### config.mk
export PLATFORM = sky130hd
export DESIGN_NAME = adc_serial_sample_port
export DESIGN_NICKNAME = d
export VERILOG_FILES = /design/src/include/adc_port_pkg.sv /design/src/logic/adc_serial_sample_port.sv
export SDC_FILE = /design/constraint.sdc
export NUM_CORES = 1
export LEC_CHECK = 0
export BUFFER_PORTS_ARGS = -buffer_cell sky130_fd_sc_hd__buf_2
export CELL_PAD_IN_SITES_DETAIL_PLACEMENT = 1
export CELL_PAD_IN_SITES_GLOBAL_PLACEMENT = 1
export CORE_AREA = 2 2 104 106
export DETAILED_ROUTE_END_ITERATION = 7
export DIE_AREA = 0 0 106 108
export GPL_TIMING_DRIVEN = 0
export PLACE_DENSITY_LB_ADDON = 0.1
export SYNTH_ARGS = -nofsm -noshare
export SYNTH_HDL_FRONTEND = slang
export SYNTH_SLANG_ARGS = --single-unit
### constraint.sdc
create_clock -name core_clk -period 2.3 [get_ports core_clk]
set_input_delay 0.46 -clock core_clk [delete_from_list [all_inputs] [get_ports core_clk]]
set_output_delay 0.46 -clock core_clk [all_outputs]
set_load 0.05 [all_outputs]
### src/include/adc_port_pkg.sv
package adc_port_pkg;
  // ***********************************************
  // converter geometry
  // ***********************************************
  localparam int RESULT_BITS = 10;
  localparam int CHANNELS = 8;
  localparam int CHAN_BITS = 3;
  localparam int FRAME_BITS = 16;
  localparam int CNT_BITS = 5;
  // leading frame bits that carry the channel address
  localparam int ADDR_FIRST = 2;
  localparam int ADDR_LAST = 4;
  // result bits start here in the frame (msb first)
  localparam int DATA_FIRST = 6;
  localparam logic [CNT_BITS-1:0] CNT_ZERO = 5'h00;
  localparam logic [CNT_BITS-1:0] CNT_ONE = 5'h01;
  localparam logic [CHAN_BITS-1:0] CHAN_RESET = 3'h0;
  localparam logic [RESULT_BITS-1:0] RESULT_RESET = 10'h000;
  localparam logic [RESULT_BITS-1:0] RESULT_FULL = 10'h3FF;
  localparam logic [RESULT_BITS-1:0] RESULT_ZERO = 10'h000;
endpackage

### src/logic/adc_serial_sample_port.sv
// Overview of operation
// - result bits change on falling edges of the serial clock.
// - control bits are captured from data input on rising serial clock edges.
// - chip select falling edge starts a new conversion cycle.
// - conversions repeat back to back while chip select stays low.
// - serial clock alone paces conversion steps and result shifting.
// - each result is a 10-bit successive-approximation value of a held sample.
// - result coding is unsigned straight binary, zero to all ones.
// - one of eight analog inputs is chosen through the control register.
module adc_serial_sample_port
  import adc_port_pkg::*;
#(
  parameter int RES = RESULT_BITS,
  parameter int NCH = CHANNELS
)
(
  input wire logic core_clk,
  input wire logic resetn,
  input wire logic serialClk,
  input wire logic chipSelN,
  input wire logic serialIn,
  output logic serialOut,
  output logic serialOutEn,
  input wire logic [NCH*RES-1:0] analog_inputs,
  output logic [RES-1:0] resultData,
  output logic [CHAN_BITS-1:0] resultChan,
  output logic resultValid,
  input wire logic resultReady
);
  // ***********************************************
  // pin synchronisers and edge detect
  // ***********************************************
  logic [1:0] sclkSync_r, csSync_r, dinSync_r;
  logic sclkOld_r, csOld_r;
  // serial clock resets to its idle high level so that release shows no false edge
  always_ff @(posedge core_clk)
  begin
    if (!resetn)
    begin
      sclkSync_r <= 2'h3;
      csSync_r <= 2'h3;
      dinSync_r <= 2'h0;
      sclkOld_r <= 1'b1;
      csOld_r <= 1'b1;
    end
    else
    begin
      sclkSync_r <= {sclkSync_r[0], serialClk};
      csSync_r <= {csSync_r[0], chipSelN};
      dinSync_r <= {dinSync_r[0], serialIn};
      sclkOld_r <= sclkSync_r[1];
      csOld_r <= csSync_r[1];
    end
  end
  logic sclkRise, sclkFall, csFall, csHigh;
  assign sclkRise = sclkSync_r[1] & ~sclkOld_r;
  assign sclkFall = ~sclkSync_r[1] & sclkOld_r;
  assign csFall = ~csSync_r[1] & csOld_r;
  assign csHigh = csSync_r[1];

  // ***********************************************
  // frame state
  // ***********************************************
  typedef enum logic [1:0] {IDLE = 2'h0, TRACK = 2'h1, CONVERT = 2'h3} phase_t;
  phase_t phase_r, phase_nxt;
  logic [CNT_BITS-1:0] bitCnt_r;
  // once chip select has fallen, the serial clock edges are the only thing that advances the frame
  always_comb
  begin
    phase_nxt = phase_r;
    case (phase_r)
      IDLE: if (csFall) phase_nxt = TRACK;
      TRACK: if (sclkFall && bitCnt_r == CNT_BITS'(DATA_FIRST - 1)) phase_nxt = CONVERT;
      CONVERT: if (sclkRise && bitCnt_r == CNT_ZERO) phase_nxt = TRACK;
      default: phase_nxt = IDLE;
    endcase
    if (csHigh)
      phase_nxt = IDLE;
  end
  always_ff @(posedge core_clk)
  begin
    if (!resetn)
      phase_r <= IDLE;
    else
      phase_r <= phase_nxt;
  end
  // bit counter advances on falling edges, wraps each frame
  always_ff @(posedge core_clk)
  begin
    if (!resetn || csHigh || csFall)
      bitCnt_r <= CNT_ZERO;
    else if (sclkFall)
      bitCnt_r <= (bitCnt_r == CNT_BITS'(FRAME_BITS - 1)) ? CNT_ZERO : bitCnt_r + CNT_ONE;
  end

  // ***********************************************
  // control register capture
  // ***********************************************
  logic [CHAN_BITS-1:0] chanShift_r, chan_r, convChan_r;
  always_ff @(posedge core_clk)
  begin
    if (!resetn)
    begin
      chanShift_r <= CHAN_RESET;
      chan_r <= CHAN_RESET;
    end
    else if (sclkRise)
    begin
      if (bitCnt_r >= CNT_BITS'(ADDR_FIRST) && bitCnt_r <= CNT_BITS'(ADDR_LAST))
        chanShift_r <= {chanShift_r[CHAN_BITS-2:0], dinSync_r[1]};
      if (bitCnt_r == CNT_BITS'(ADDR_LAST))
        chan_r <= {chanShift_r[CHAN_BITS-2:0], dinSync_r[1]};
    end
  end

  // ***********************************************
  // sample hold and successive approximation
  // ***********************************************
  function automatic logic [RES-1:0] pick(input logic [NCH*RES-1:0] v,
    input logic [CHAN_BITS-1:0] c);
    pick = v[c*RES +: RES];
  endfunction
  logic [RES-1:0] held_r, trial_r, sar_r;
  logic [CNT_BITS-1:0] stepIdx;
  assign stepIdx = bitCnt_r - CNT_BITS'(DATA_FIRST);
  logic decBit;
  assign decBit = held_r >= (sar_r | trial_r);
  always_ff @(posedge core_clk)
  begin
    if (!resetn)
    begin
      held_r <= RESULT_RESET;
      trial_r <= RESULT_RESET;
      sar_r <= RESULT_RESET;
      convChan_r <= CHAN_RESET;
    end
    else if (phase_r == TRACK && phase_nxt == CONVERT)
    begin
      // hold the selected input, start with msb trial
      held_r <= pick(analog_inputs, chan_r);
      convChan_r <= chan_r;
      sar_r <= RESULT_ZERO;
      trial_r <= {1'b1, {(RES-1){1'b0}}};
    end
    else if (phase_r == CONVERT && sclkFall)
    begin
      // one decision per falling edge, msb first
      if (decBit)
        sar_r <= sar_r | trial_r;
      trial_r <= trial_r >> 1;
    end
  end
  assign serialOutEn = ~csHigh;
  always_ff @(posedge core_clk)
  begin
    if (!resetn || csHigh)
      serialOut <= 1'b0;
    else if (sclkFall)
      serialOut <= (phase_r == CONVERT && stepIdx < CNT_BITS'(RES)) ? decBit : 1'b0;
  end

  // ***********************************************
  // two-entry result buffer
  // ***********************************************
  logic [RES+CHAN_BITS-1:0] buf_r [2];
  logic [1:0] count_r;
  logic rdPtr_r, wrPtr_r, push, pop, done_r;
  // result completes one core clock after the falling edge that makes the lsb decision
  always_ff @(posedge core_clk)
  begin
    if (!resetn)
      done_r <= 1'b0;
    else
      done_r <= phase_r == CONVERT && sclkFall && stepIdx == CNT_BITS'(RES - 1);
  end
  assign push = done_r && count_r != 2'h2; // word lost only if host stalls two frames
  assign pop = resultValid && resultReady;
  assign resultValid = count_r != 2'h0;
  always_ff @(posedge core_clk)
  begin
    if (!resetn)
    begin
      count_r <= 2'h0;
      rdPtr_r <= 1'b0;
      wrPtr_r <= 1'b0;
    end
    else
    begin
      if (push)
      begin
        buf_r[wrPtr_r] <= {convChan_r, sar_r};
        wrPtr_r <= ~wrPtr_r;
      end
      if (pop)
        rdPtr_r <= ~rdPtr_r;
      count_r <= count_r + {1'b0, push} - {1'b0, pop};
    end
  end
  assign {resultChan, resultData} = buf_r[rdPtr_r];

  // ***********************************************
  // checks
  // ***********************************************
  tristate_release_a: assert property (@(posedge core_clk) disable iff (!resetn)
    csHigh |-> !serialOutEn ##1 !serialOut)
    else $error("output driven while deselected");
  start_on_fall_a: assert property (@(posedge core_clk) disable iff (!resetn)
    csFall |=> phase_r == TRACK) else $error("no start on select fall");
  stop_on_high_a: assert property (@(posedge core_clk) disable iff (!resetn)
    csHigh |=> phase_r == IDLE) else $error("conversion not stopped");
  out_on_fall_a: assert property (@(posedge core_clk) disable iff (!resetn)
    (!sclkFall && !csHigh && !$rose(csHigh)) |=> $stable(serialOut)) else
    $error("output moved off falling edge");
  chan_capture_a: assert property (@(posedge core_clk) disable iff (!resetn)
    !sclkRise |=> $stable(chan_r)) else $error("channel moved off rising edge");
  result_bound_a: assert property (@(posedge core_clk) disable iff (!resetn)
    done_r |-> sar_r == held_r) else $error("result differs from held sample");
  sar_bound_a: assert property (@(posedge core_clk) disable iff (!resetn)
    phase_r == CONVERT |-> sar_r <= held_r) else $error("approximation overshoot");
endmodule

==> flow_summary_export.csv <==
group,metric,value,unit
floorplan,core-area,10200,sq um
power_and_ir_drop,total_power,0.00344,W
setup_path,endpoint_required_time_on_the_critical_path,2540,ps
setup_path,timing.critical_path.slowest_stage_cell,"nor4b_4",
global_route,pin_count_of_the_biggest_net_entering_global_routing,16,
logic_synthesis,ys_async_rst_share,0,%
sta,setup_viol,0,
sta,max_freq,0.474,GHz
logic_synthesis,post_synth_inst_count,365,
placed_design,io_buffer_count,101,
detailed_routing,post-route-drc-count,0,
placed_design,place_congestion,0.787,
logic_synthesis,synthDominantCellAreaShare,29.1,%
sta,worst_slew_pin_slew,740,ps
global_route,overflow,0,
setup_path,timing.critical_path.max_delay_family,"simple AND/OR/NAND/NOR gates",
power_and_ir_drop,max-vdd-ir-drop,0.332,mV
placed_design,place.detailed.instances,603,
layout,fin_cells,618,
clock_tree,number_of_cts_inserted_buffers,9,
clock_tree,clock_pin_slew_on_the_worst_setup_and_hold_paths,100,ps
power_and_ir_drop,power-per-cell-area,679,nW/um^2
logic_synthesis,number_of_synthesized_flops_with_an_enable_pin,26,
detailed_routing,wirelength,10.1,mm
setup_path,endpoint_kind,"flip-flop",
sta,rsz0062_at_grt,"no",
layout,synthToLayoutAreaGrowth,22.6,%
logic_synthesis,synth.yosys.seq_area_share,48.0,%
logic_synthesis,synth_fp_nets,470,
sta,worst_hold_slack,278,ps
setup_path,peak_per_stage_delay_on_the_critical_path,510,ps
sta,fin_worst_skew,13.9,ps
global_route,overall_global_routing_usage,18.8,%
floorplan,design.die.area,11400,sq um
power_and_ir_drop,static-leakage-power,1.97,nW
placed_design,hpwl,7.77,mm
detailed_routing,routedWlPerCell,16.4,um
logic_synthesis,netlist_area,4130,sq um
clock_tree,hold_fix_buffer_count_after_cts,0,
floorplan,fp.dieW,106,um
logic_synthesis,yosys_warnings,0,
clock_tree,clk_root_buffer_cell,"clkbuf_8",
clock_tree,tritoncts_sinks,86,
logic_synthesis,synth.distinct_cells,42,
detailed_routing,drtPass1Iterations,4,
layout,n_antenna_cell,0,
global_route,grt_first_pass_wirelength,16.8,mm
logic_synthesis,synth-seq-cells,86,
detailed_routing,avgViaCountPerCell,5.18,
outcome,outcome,"completed",
floorplan,fp.dieH,108,um
placed_design,placement_setup_slack,203,ps
hold_path,class_of_the_worst_hold_path,"primary input to flip-flop",
floorplan,initial_core_util,40.4,%
layout,seqCellArea,1980,sq um
logic_synthesis,synth_top_cells_by_area,"dfxtp_1 (29%), edfxtp_1 (19%), mux4_2 (11%)",
floorplan,design.portCount,102,
layout,fillCellCount,1161,
clock_tree,cts.path.max_buffers,2,
logic_synthesis,synth.avg_cell_area,11.3,sq um
flow_run,max_cap_viol_count,0,
setup_path,timing.critical_path.cells,"and2b_1 > nand4b_2 > nor4b_4 > nand2b_1 > buf_4 > buf_6 > a21oi_1",
setup_path,worstPathBufferInverterCount,2,
clock_tree,clock_insertion_delay_worst_skew,360,ps
layout,multiInputGateArea,2020,sq um
clock_tree,tritoncts,"done",
layout,fin_nets,582,
setup_path,worst_ep_arrival_time,2350,ps
setup_path,timing.critical_path.fanout_max,10,
global_route,number_of_global_route_vias_before_repair,3432,
detailed_routing,vias,3203,
logic_synthesis,synth_ff_type,"dfxtp_1",
sta,hold_viol_final,0,
sta,worst_slack,190,ps
detailed_routing,antenna_left,0,
sta,min_period,2110,ps
sta,worst_slew_margin_rel,50.7,%
setup_path,startpoint_type,"flip-flop",
sta,fin_crit_sh,91.8,%
sta,timing_max_transition_violations_final,0,
layout,final_area,5070,sq um
global_route,antenna_violations_before_repair,0,
setup_path,crit_type,"flip-flop to flip-flop",
detailed_routing,drt-initial-drc-count,60,
logic_synthesis,cell_taking_the_most_area_after_synthesis,"dfxtp_1",
layout,post_route_cells_drive_above_1_share,34.2,%
floorplan,floorplan.rows,37,
clock_tree,cts.htree.levels,3,
placed_design,placement.cell_area,4820,sq um
==> area by class of cell <==
| class | instances | area share, % |
|---|---|---|
| timing repair buffer | 102 | 10.2 |
| buffer | 18 | 1.70 |
| tap | 136 | 3.36 |
| multi-input combinational | 249 | 40.0 |
| clock inverter | 6 | 2.32 |
| sequential | 86 | 39.1 |
| clock buffer | 10 | 2.52 |
| inverter | 11 | 0.815 |
==> path summary, 6_finish.rpt <==
path	start	depth (start not counted)	slack (ps)	endpoint
worst max register to register	bitCnt_r[2]	7	190	sar_r[8]
worst min register to register	csSync_r[0]	1	420	csSync_r[1]
worst min-delay path	serialClk	2	280	sclkSync_r[0]
worst max-delay path	bitCnt_r[2]	7	190	sar_r[8]
==> Yosys cell counts (2+ instances only) <==
| master | count |
|---|---|
| xnor2_1 | 6 |
| a31oi_1 | 12 |
| a21oi_1 | 41 |
| clkbuf_1 | 11 |
| nand3_1 | 13 |
| dfxtp_1 | 60 |
| mux2i_1 | 18 |
| nand2b_1 | 8 |
| edfxtp_1 | 26 |
| buf_2 | 4 |
| mux4_2 | 20 |
| nand2_1 | 25 |
| nor2_1 | 16 |
| and2b_1 | 2 |
| nor2b_1 | 11 |
| nor3b_1 | 4 |
| or2_2 | 3 |
| mux2_2 | 13 |
| o21ai_0 | 14 |
| nand4b_1 | 2 |
| and2_1 | 6 |
| inv_1 | 11 |
| and3_1 | 2 |
| ha_1 | 19 |
==> layout by cell type, fill, tap and decap left out, drive strengths merged <==
cell type  netlist  layout
a21oi           41      41
a21o             1       1
mux2            13      13
nand4b           3       3
dfxtp           60      60
nand2b           8       8
a211oi           1       1
nor3             2       2
clkbuf          12      22
clkinvlp         0       1
and2             6       6
xor2             1       1
a22oi            1       1
nand3           13      13
mux2i           18      18
nor3b            4       4
edfxtp          26      26
o41ai            1       1
o22ai            1       1
or2              3       3
nand4            1       1
a41oi            1       1
mux4            20      20
nor4b            2       2
o21ai           14      14
buf              7     108
bufinv           0       3
and3             2       2
and2b            2       2
inv             11      13
a311oi           1       1
nand2           25      25
nor2            16      16
xnor2            6       6
ha              19      19
a31oi           12      12
nor2b           11      11
==> kinds of logic after synthesis <==
| family | Yosys count | synth area share (%) |
|---|---|---|
| compound gates | 74 | 9.81 |
| xor+xnor | 7 | 1.48 |
| fa+ha+maj | 19 | 5.75 |
| buf+inv | 30 | 3.15 |
| flops | 86 | 48.0 |
| mux | 51 | 18.8 |
| simple gates | 98 | 13.0 |
==> metal layers <==
layer  part of all wire (%)  track usage (%)  up-vias  wire (um)
li1                       -                -     1559          -
met1                     46             24.6     1537       4690
met2                     48             31.5       96       4860
met3                    4.7             3.62       11        480
met4                    1.2             6.11        0        118
met5                      0                0        -          0
==> report_power, final <==
part,switching [W],internal (W)
registers,0.0000420,0.00158
logic,0.000299,0.000220
clock network,0.000565,0.000734
==> what timing repair did <==
| action | 4_1_cts | 5_1_grt |
|---|---|---|
| setup endpoints to repair | 10 | 2 |
| setup buffers | 0 | 0 |
| resized for setup | 0 | 2 |
==> through the flow <==
| step | utilization (%) | TNS (ps) |
|---|---|---|
| after floorplan | - | 0 |
| after global placement | 47.0 | -9720 |
| after detailed placement | 47.1 | 0 |
| after CTS | 49.5 | 0 |
| after global routing | 49.5 | 0 |
| final | 49.5 | 0 |
==> state kept, by name, indices dropped and copies added, names as in the netlist, named ones only <==
name / cells
buf_r: 26
held_r: 10
sar_r: 10
trial_r: 10
bitCnt_r: 5
chan_r: 3
convChan_r: 3
chanShift_r: 2
count_r: 2
csSync_r: 2
dinSync_r: 2
phase_r: 2
sclkSync_r: 2
csOld_r: 1
done_r: 1
rdPtr_r: 1
sclkOld_r: 1
serialOut: 1
wrPtr_r: 1
Power figures use the tool's default switching activity.
